$ cat src/slb_pkg.sv
// Shared constants for the serial link self-test and mode-select block
package slb_pkg;
   // Register byte offsets (APB, one word each, word aligned except MODE at 0x12)
   localparam logic [7:0] SLB_OFF_BCOMPAT  = 8'h04;
   localparam logic [7:0] SLB_OFF_LINK     = 8'h0c;
   localparam logic [7:0] SLB_OFF_MODE     = 8'h12;
   localparam logic [7:0] SLB_OFF_STATUS   = 8'h20;
   localparam logic [7:0] SLB_OFF_ST_ERR   = 8'h24;
   localparam logic [7:0] SLB_OFF_FN_ERR   = 8'h28;
   localparam logic [7:0] SLB_OFF_PATGEN   = 8'h2c;
   // Field positions
   localparam int SLB_BIT_BCOMPAT  = 0;
   localparam int SLB_BIT_LINKDET  = 0;
   localparam int SLB_BIT_AUDIO_B  = 0;
   localparam int SLB_BIT_18BIT    = 2;
   localparam int SLB_BIT_LFREQ    = 3;
   localparam int SLB_BIT_REPEAT   = 4;
   localparam int SLB_BIT_OVERRIDE = 7;
   localparam int SLB_BIT_PG_EN    = 0;
   localparam int SLB_BIT_PG_OSC   = 1;
   // Reset values
   localparam logic [7:0] SLB_RST_MODE    = 8'h00;
   localparam logic [7:0] SLB_RST_BCOMPAT = 8'h00;
   localparam logic [7:0] SLB_RST_PATGEN  = 8'h00;
   // Widths and counts
   localparam int SLB_ERR_W      = 8;
   localparam int SLB_LEVELS     = 8;
   localparam int SLB_DIV_W      = 3;
   // Pixel clock range limits in MHz
   localparam int SLB_FMAX_MHZ    = 85;
   localparam int SLB_FMAX_BC_MHZ = 65;
   localparam int SLB_FMIN_MHZ    = 15;
   localparam int SLB_FLOW_MHZ    = 5;
   // Unmapped read answer
   localparam logic [31:0] SLB_UNMAPPED = 32'h0000_0000;
   typedef enum logic [1:0] {
      SLB_NORMAL,
      SLB_WAKE,
      SLB_SELFTEST
   } slb_state_type;
endpackage

$ cat src/slb_sync3.sv
// Three-stage synchroniser with agreement filter for one external level
module slb_sync3 #(
   parameter logic RESET_VAL = 1'b0
) (
   input  wire logic mclk,
   input  wire logic reset_n,
   input  wire logic clk_en,
   input  wire logic async_in,
   output logic      level_q,
   output logic      rise,
   output logic      fall
);
   logic s1_q;
   logic s2_q;
   logic s3_q;

   always_ff @(posedge mclk or negedge reset_n) begin
      if (!reset_n) begin
         s1_q <= RESET_VAL;
         s2_q <= RESET_VAL;
         s3_q <= RESET_VAL;
      end else if (clk_en) begin
         s1_q <= async_in;
         s2_q <= s1_q;
         s3_q <= s2_q;
      end
   end

   // Change counts once second and third stages agree
   always_ff @(posedge mclk or negedge reset_n) begin
      if (!reset_n) begin
         level_q <= RESET_VAL;
      end else if (clk_en && (s2_q == s3_q)) begin
         level_q <= s3_q;
      end
   end

   assign rise = clk_en && (s2_q == s3_q) && s3_q && !level_q;
   assign fall = clk_en && (s2_q == s3_q) && !s3_q && level_q;
endmodule

$ cat src/slb_top.sv
// Serializer self-test control, error counting, irq mirror and mode decode
// Notes on behaviour
// RULE1: Far end starts test from its enable pin and picks test clock.
// RULE2: On test request, wake if powered down, then send all-zero words.
// RULE3: Far end raises result once locked, pulses low per errored payload. The model raises it at test start and holds it low after an error.
// RULE4: Test ends when far-end enable falls; result then held.
// RULE5: Far end holds result until new test, reset or power down.
// RULE6: After far-end enable falls, return to normal video traffic.
// RULE7: In self test, ignore colour inputs and send an all-zero word.
// RULE8: Test word passes the same scrambler and balance path as video.
// RULE9: Far end compares stream to zero and drives noise pattern.
// RULE10: Count back-channel CRC errors only while link-detect bit is set.
// RULE11: Eight-bit self-test error count, cleared at each test entry.
// RULE12: Test count only in test; functional count resumes on exit.
// RULE13: Pattern generator runs without input, from oscillator if no clock.
// RULE14: Remote irq output follows downstream irq with no register read.
// RULE15: Remote irq output held low until downstream lock.
// RULE16: Address divider decodes to one of eight bus addresses.
// RULE17: Eight pin modes; all settable by register 0x04 and 0x12.
// RULE18: Config from divider level or register bits, four settings.
// RULE19: Low-frequency off gives 15-85 MHz, on gives 5-15; repeater off.
// RULE20: Backward mode gives 15-65 MHz, or 5-15 with low frequency.
// RULE21: Secondary audio selects 18-bit colour with second data input.
// RULE22: Self test unavailable in backward-compatible mode.
// RULE23: Test indication arrives over back channel and starts test.
// RULE24: Leave test at once when back-channel indication withdrawn.
//
// The address map and the APB interface to the registers were decided locally.
module slb_top
   import slb_pkg::*;
#(
   parameter int PIX_W        = 24,
   parameter int ADDR_COUNT   = SLB_LEVELS,
   parameter logic [6:0] ADDR_BASE = 7'h0c
) (
   input  wire logic             mclk,
   input  wire logic             reset_n,
   input  wire logic             clk_en,
   // APB slave
   input  wire logic             psel,
   input  wire logic             penable,
   input  wire logic             pwrite,
   input  wire logic [7:0]       paddr,
   input  wire logic [31:0]      pwdata,
   output logic [31:0]           prdata,
   output logic                  pready,
   output logic                  pslverr,
   // Back channel status
   input  wire logic             bc_selftest_req,
   input  wire logic             bc_link_lock,
   input  wire logic             bc_crc_error,
   input  wire logic             power_down,
   output logic                  wake_request,
   // Video path
   input  wire logic             pclk_present,
   input  wire logic [PIX_W-1:0] pixel_in,
   output logic [PIX_W-1:0]      encoder_word,
   output logic                  encoder_from_test,
   output logic                  encoder_use_osc,
   // Interrupt mirror
   input  wire logic             downstream_irq_in,
   output logic                  remote_irq_mirror_out,
   // Strap levels, already quantised by the analog comparators
   input  wire logic [SLB_DIV_W-1:0] address_divider_input,
   input  wire logic [SLB_DIV_W-1:0] mode_divider_input,
   // Decoded configuration
   output logic [6:0]            device_address,
   output logic                  low_freq_range,
   output logic                  repeater_on,
   output logic                  backward_compat,
   output logic                  secondary_audio_data_en,
   output logic                  colour_18bit,
   output logic [6:0]            pclk_max_mhz,
   output logic [6:0]            pclk_min_mhz,
   output logic                  selftest_active
);
   slb_state_type state_q;
   logic req_lvl;
   logic req_rise;
   logic req_fall;
   logic lock_lvl;
   logic irq_lvl;
   logic crc_rise;
   logic strap_taken_q;
   logic [SLB_DIV_W-1:0] mode_strap_q;
   logic [SLB_DIV_W-1:0] addr_strap_q;
   logic [7:0] mode_reg_q;
   logic [7:0] bcompat_reg_q;
   logic [7:0] patgen_reg_q;
   logic [SLB_ERR_W-1:0] st_err_q;
   logic [SLB_ERR_W-1:0] fn_err_q;
   logic pin_lf;
   logic pin_rep;
   logic pin_bc;
   logic pin_aud;
   logic wr_en;
   logic rd_en;
   logic entering;

   slb_sync3 u_req (
      .mclk     (mclk),
      .reset_n  (reset_n),
      .clk_en   (clk_en),
      .async_in (bc_selftest_req),
      .level_q  (req_lvl),
      .rise     (req_rise),
      .fall     (req_fall)
   );

   slb_sync3 u_lock (
      .mclk     (mclk),
      .reset_n  (reset_n),
      .clk_en   (clk_en),
      .async_in (bc_link_lock),
      .level_q  (lock_lvl),
      .rise     (),
      .fall     ()
   );

   slb_sync3 u_irq (
      .mclk     (mclk),
      .reset_n  (reset_n),
      .clk_en   (clk_en),
      .async_in (downstream_irq_in),
      .level_q  (irq_lvl),
      .rise     (),
      .fall     ()
   );

   slb_sync3 u_crc (
      .mclk     (mclk),
      .reset_n  (reset_n),
      .clk_en   (clk_en),
      .async_in (bc_crc_error),
      .level_q  (),
      .rise     (crc_rise),
      .fall     ()
   );

   // Strap capture one edge after reset release
   always_ff @(posedge mclk or negedge reset_n) begin
      if (!reset_n) begin
         strap_taken_q <= 1'b0;
         mode_strap_q  <= '0;
         addr_strap_q  <= '0;
      end else if (clk_en && !strap_taken_q) begin
         strap_taken_q <= 1'b1;
         mode_strap_q  <= mode_divider_input;
         addr_strap_q  <= address_divider_input;
      end
   end

   // Pin mode table, eight levels
   always_comb begin
      pin_lf  = 1'b0;
      pin_rep = 1'b0;
      pin_bc  = 1'b0;
      pin_aud = 1'b0;
      unique case (mode_strap_q) // [RULE17]
         3'd0: begin
         end
         3'd1: pin_rep = 1'b1;
         3'd2: begin
            pin_rep = 1'b1;
            pin_aud = 1'b1;
         end
         3'd3: pin_lf = 1'b1;
         3'd4: begin
            pin_lf  = 1'b1;
            pin_aud = 1'b1;
         end
         3'd5: begin
            pin_lf  = 1'b1;
            pin_rep = 1'b1;
         end
         3'd6: begin
            pin_lf  = 1'b1;
            pin_rep = 1'b1;
            pin_aud = 1'b1;
         end
         3'd7: begin
            pin_lf = 1'b1;
            pin_bc = 1'b1;
         end
      endcase
   end

   // Register override selects register bits over the strap
   always_comb begin
      if (mode_reg_q[SLB_BIT_OVERRIDE]) begin // [RULE18]
         low_freq_range          = mode_reg_q[SLB_BIT_LFREQ];
         repeater_on             = mode_reg_q[SLB_BIT_REPEAT];
         secondary_audio_data_en = mode_reg_q[SLB_BIT_AUDIO_B];
         backward_compat         = bcompat_reg_q[SLB_BIT_BCOMPAT];
      end else begin
         low_freq_range          = pin_lf;
         repeater_on             = pin_rep;
         secondary_audio_data_en = pin_aud;
         backward_compat         = pin_bc;
      end
   end

   // Secondary audio forces 18-bit colour
   assign colour_18bit = secondary_audio_data_en
                       | mode_reg_q[SLB_BIT_18BIT]; // [RULE21]

   always_comb begin
      if (low_freq_range) begin // [RULE19]
         pclk_min_mhz = 7'(SLB_FLOW_MHZ);
         pclk_max_mhz = 7'(SLB_FMIN_MHZ);
      end else if (backward_compat) begin // [RULE20]
         pclk_min_mhz = 7'(SLB_FMIN_MHZ);
         pclk_max_mhz = 7'(SLB_FMAX_BC_MHZ);
      end else begin
         pclk_min_mhz = 7'(SLB_FMIN_MHZ);
         pclk_max_mhz = 7'(SLB_FMAX_MHZ);
      end
   end

   // Eight addresses, even steps above the base
   assign device_address = ADDR_BASE
      + 7'({addr_strap_q, 1'b0} % (2 * ADDR_COUNT)); // [RULE16]

   // Self-test sequencing
   assign entering = (state_q == SLB_WAKE) && !power_down;

   always_ff @(posedge mclk or negedge reset_n) begin
      if (!reset_n) begin
         state_q <= SLB_NORMAL;
      end else if (clk_en) begin
         unique case (state_q)
            SLB_NORMAL: begin
               if (req_lvl && !backward_compat) begin // [RULE22] [RULE23]
                  state_q <= SLB_WAKE;
               end
            end
            SLB_WAKE: begin
               if (!req_lvl || backward_compat) begin
                  state_q <= SLB_NORMAL;
               end else if (!power_down) begin // [RULE2]
                  state_q <= SLB_SELFTEST;
               end
            end
            SLB_SELFTEST: begin
               if (!req_lvl || backward_compat) begin // [RULE4] [RULE6] [RULE24]
                  state_q <= SLB_NORMAL;
               end
            end
         endcase
      end
   end

   assign selftest_active = (state_q == SLB_SELFTEST);
   assign wake_request    = (state_q == SLB_WAKE) && power_down; // [RULE2]

   // Encoder feed; scrambler and balance encoder follow for both sources
   always_ff @(posedge mclk or negedge reset_n) begin
      if (!reset_n) begin
         encoder_word      <= '0;
         encoder_from_test <= 1'b0;
         encoder_use_osc   <= 1'b0;
      end else if (clk_en) begin
         encoder_from_test <= selftest_active
                            | (patgen_reg_q[SLB_BIT_PG_EN] & !power_down);
         encoder_use_osc   <= patgen_reg_q[SLB_BIT_PG_OSC]
                            | !pclk_present; // [RULE13]
         if (selftest_active) begin
            encoder_word <= '0; // [RULE7] [RULE8]
         end else if (patgen_reg_q[SLB_BIT_PG_EN] && !power_down) begin
            encoder_word <= '0; // [RULE13]
         end else begin
            encoder_word <= pixel_in;
         end
      end
   end

   // Self-test CRC counter, cleared on entry, saturating
   always_ff @(posedge mclk or negedge reset_n) begin
      if (!reset_n) begin
         st_err_q <= '0;
      end else if (clk_en) begin
         if (entering) begin
            st_err_q <= '0; // [RULE11]
         end else if (selftest_active && lock_lvl && crc_rise
                      && st_err_q != '1) begin // [RULE10] [RULE12]
            st_err_q <= st_err_q + 1'b1;
         end
      end
   end

   // Functional CRC counter, clear-on-write
   always_ff @(posedge mclk or negedge reset_n) begin
      if (!reset_n) begin
         fn_err_q <= '0;
      end else if (clk_en) begin
         if (!selftest_active && lock_lvl && crc_rise
             && fn_err_q != '1) begin // [RULE10] [RULE12]
            fn_err_q <= fn_err_q + 1'b1;
         end else if (wr_en && paddr == SLB_OFF_FN_ERR) begin
            fn_err_q <= '0;
         end
      end
   end

   // Interrupt mirror, low until locked
   always_ff @(posedge mclk or negedge reset_n) begin
      if (!reset_n) begin
         remote_irq_mirror_out <= 1'b0;
      end else if (clk_en) begin
         remote_irq_mirror_out <= lock_lvl & irq_lvl; // [RULE14] [RULE15]
      end
   end

   // APB slave, zero wait states
   assign pready  = 1'b1;
   assign pslverr = 1'b0;
   assign wr_en   = clk_en && psel && penable && pwrite;
   assign rd_en   = psel && !penable && !pwrite;

   always_ff @(posedge mclk or negedge reset_n) begin
      if (!reset_n) begin
         mode_reg_q    <= SLB_RST_MODE;
         bcompat_reg_q <= SLB_RST_BCOMPAT;
         patgen_reg_q  <= SLB_RST_PATGEN;
      end else if (wr_en) begin
         unique case (paddr)
            SLB_OFF_MODE:    mode_reg_q    <= pwdata[7:0]; // [RULE17]
            SLB_OFF_BCOMPAT: bcompat_reg_q <= pwdata[7:0]; // [RULE17]
            SLB_OFF_PATGEN:  patgen_reg_q  <= pwdata[7:0];
            default: begin
            end
         endcase
      end
   end

   // Read data latched in the setup cycle
   always_ff @(posedge mclk or negedge reset_n) begin
      if (!reset_n) begin
         prdata <= '0;
      end else if (clk_en && rd_en) begin
         unique case (paddr)
            SLB_OFF_MODE:    prdata <= {24'h0, mode_reg_q};
            SLB_OFF_BCOMPAT: prdata <= {24'h0, bcompat_reg_q};
            SLB_OFF_PATGEN:  prdata <= {24'h0, patgen_reg_q};
            SLB_OFF_LINK:    prdata <= {31'h0, lock_lvl}; // [RULE10]
            SLB_OFF_STATUS:  prdata <= {24'h0, 1'b0, pin_bc, pin_aud,
                                        pin_lf, pin_rep, backward_compat,
                                        selftest_active, req_lvl};
            SLB_OFF_ST_ERR:  prdata <= {24'h0, st_err_q};
            SLB_OFF_FN_ERR:  prdata <= {24'h0, fn_err_q};
            default:         prdata <= SLB_UNMAPPED;
         endcase
      end
   end
endmodule

$ cat config.mk
export PLATFORM = sky130hd
export DESIGN_NAME = slb_top
export DESIGN_NICKNAME = d
export VERILOG_FILES = /design/src/slb_pkg.sv /design/src/slb_sync3.sv /design/src/slb_top.sv
export SDC_FILE = /design/constraint.sdc
export NUM_CORES = 1
export LEC_CHECK = 0
export ABC_AREA = 1
export BUFFER_PORTS_ARGS = -buffer_cell sky130_fd_sc_hd__buf_2
export CAP_MARGIN = 40
export CORE_MARGIN = 2
export CORE_UTILIZATION = 56
export CTS_BUF_LIST = sky130_fd_sc_hd__clkbuf_16
export DETAILED_ROUTE_END_ITERATION = 8
export GPL_ROUTABILITY_DRIVEN = 1
export PLACE_DENSITY_LB_ADDON = 0.12
export SLEW_MARGIN = 20
export SYNTH_ARGS = -nofsm -noshare
export SYNTH_HDL_FRONTEND = slang
export SYNTH_HIERARCHICAL = 1
export SYNTH_SLANG_ARGS = --single-unit
$ cat constraint.sdc
create_clock -name mclk -period 2.45 [get_ports mclk]
set_input_delay 0 -clock mclk [delete_from_list [all_inputs] [get_ports mclk]]
set_output_delay 0 -clock mclk [all_outputs]
set_load 0.01 [all_outputs]
==> key figures <==
Outcome
  • Outcome: complete, no violations

Power and ir drop
  • Total power: approximately 3.9 mW
  • PD cells: 595 mW/mm²
  • Leakage power: 3.61 nW
  • Max IR drop VDD: about 0.00035 V

Routing
  • Met2 WL: about 6600 µm
  • Routed Antenna Nets: 0
  • Detailed-route wire length per cell: between 10 and 15 µm
  • DRT Pass-1 Iters: 5
  • DRT Wirelength: about 13000 µm
  • DR WL met3: 905 µm
  • Wl on met1: roughly 5500 µm
  • Top sig layer: met4
  • Initial drt markers: about 240
  • Via/cell ratio: just over 5
  • Remaining DRCs: 0
  • Via count of the routed design: just under 5000

STA
  • Minimum clock period after layout: between 1.5 and 2 ns
  • TNS Setup: 0 ns
  • RSZ-0062 raised after global routing: false
  • Achievable Freq: 0.572 GHz
  • Setup WS post-layout: 0.701 ns
  • Relative slew slack: between 50 and 60%
  • Fin crit share: 71.4%
  • Slew Limit Fails: 0
  • Final setup viols: 0
  • Final Hold Fails: 0
  • Slew @ Worst Pin: just over 0.6 ns
  • Final Skew: 0.0101 ns

Worst setup path
  • WS Path Type: reg -> reg
  • Crit path max fanout: 10
  • Req. time, crit path: 2.73 ns
  • CP max stage cell: dfrtp_1
  • CP most frequent cell: nand2_1
  • Startpoint types: register
  • Critical Path AT: between 2 and 2.5 ns
  • R2r setup slk: about 0.70 ns
  • Critical Path End Type: register
  • Critical Path, Cell by Cell: inv_1 -> ha_1 -> nor3_1 -> nand3_2 -> inv_2 -> nand2_1 -> nand2_1
  • Reg2reg start: state_q[0]
  • Worst R2R Path Depth: 7
  • Worst stage delay on the critical path: 0.39 ns
  • Terminus of the critical flop-to-flop path: fn_err_q[1]

Layout
  • Area delta synth->final: 22.8%
  • Layout cells sized above 1: 21.7%
  • # diodes: 0
  • Fin nets: slightly below 900
  • Most frequent cells in the layout: 186 x nand2_1, 109 x buf_2, 100 x dfrtp_1, 65 x nand3_1, 56 x nor2_1
  • Final Non-Filler Cells: ~900
  • Finished Core Util: 70.9%
  • Leading cell type in the layout, fill and taps excluded: nand2_1
  • # fillers: 757
  • Area of the multi-input gates: about 0.0023 mm²
  • Register area: 0.00250 mm²

Worst hold path
  • Hold Path Class: in -> reg
  • Hold path startpoint: clk_en
  • Hold path depth: 3
  • Min-Delay Endpoint: u_crc/level_q

Floorplan
  • IO Pins: roughly 170
  • Total Die Area: 0.0104 mm²
  • Initial Util: 57.7%
  • Die H: slightly above 100 µm
  • DIE WIDTH: between 100 and 150 µm
  • Core area: 0.00928 mm²
  • Cell Rows: 35

Clock tree
  • Clock root cell: clkbuf_16
  • CTS Sinks: 100
  • CTS tree: done
  • H-tree depth: 3
  • Inserted Clock Buffers: 9
  • CTS Buffer Depth: 2
  • Clock transition at the registers of the reported paths: approximately 0.080 ns
  • Worst-Skew Late Latency: between 0.3 and 0.4 ns

Yosys
  • Synthesized area: 0.00536 mm²
  • Synth warn: 6
  • Synth Area per Inst: approximately 8.3 µm²
  • Mapped Cells: around 650

Global route
  • GRT Util Overall: 26.5%
  • Maximum number of pins on one net before global-route repair: between 50 and 60
  • Initial antenna violation count: 0
  • Vias in the first global route: between 4000 and 5000
  • Grt total ovfl: 0
  • First-pass GRT wire length: around 22000 µm

Placement
  • Placed insts: approximately 870
  • HPWL Detailed: about 9000 µm
  • Number of I/O port buffers: 110
  • Setup slack at placement: between 0.7 and 0.8 ns
  • Routability cong.: just under 0.9

Job
  • Total of max-cap violations: 0
-- state kept, by name, indices dropped and copies added, names as in the netlist, 2 cells and up --
name / cells
patgen_reg_q: 8
fn_err_q: 8
st_err_q: 8
addr_strap_q: 3
bcompat_reg_q: 8
mode_reg_q: 8
mode_strap_q: 3
encoder_word: 24
prdata: 8
state_q: 2
-- report_power, final --
part,switching [mW],internal [mW],total [mW]
Clock,0.709,0.733,1.44
Combinational,0.352,0.252,0.604
Sequential,0.104,1.76,1.87
-- worst max-delay path by stage --
| stage | from | end |
|---|---|---|
| final | state_q[0] | fn_err_q[1] |
| after global routing | state_q[0] | st_err_q[5] |
| after CTS | state_q[0] | st_err_q[3] |
| after detailed placement | state_q[0] | fn_err_q[1] |
| after global placement | state_q[0] | fn_err_q[6] |
| after floorplan | state_q[0] | st_err_q[5] |
-- worst max-delay path: cells and delay by family, from the launching register on --
kind / cells / cell delay, ns
simple gates: 4 / 0.77
flops: 1 / 0.39
fa+ha+maj: 1 / 0.29
buf+inv: 2 / 0.24
-- metal layers --
metal	up-vias	track usage (%)
met5	-	0
met1	2270	35.2
met2	198	43.5
li1	2304	-
met3	32	4.04
met4	0	11.7
-- stage by stage --
stage	instance area, µm²	hold WS [ns]
floorplan	5490	-0.296
global placement	5820	0.0480
detailed placement	5820	0.0508
CTS	6580	0.0310
global route	6580	0.0396
finish	6580	0.0367
-- cell type report --
type | instances | area share, %
sequential | 100 | 38.0
multi-input combinational | 467 | 35.7
timing repair buffer | 159 | 15.9
clock buffer | 9 | 3.42
inverter | 56 | 3.19
tap | 129 | 2.45
clock inverter | 7 | 1.39
-- repair_timing --
action                     in CTS  in global routing
buffers inserted                0                  0
hold buffers                   44                  0
hold endpoints to repair      104                  0
setup endpoints to repair       0                  0
resized for setup               0                  0
No activity file was read; power rests on OpenSTA's default activity.
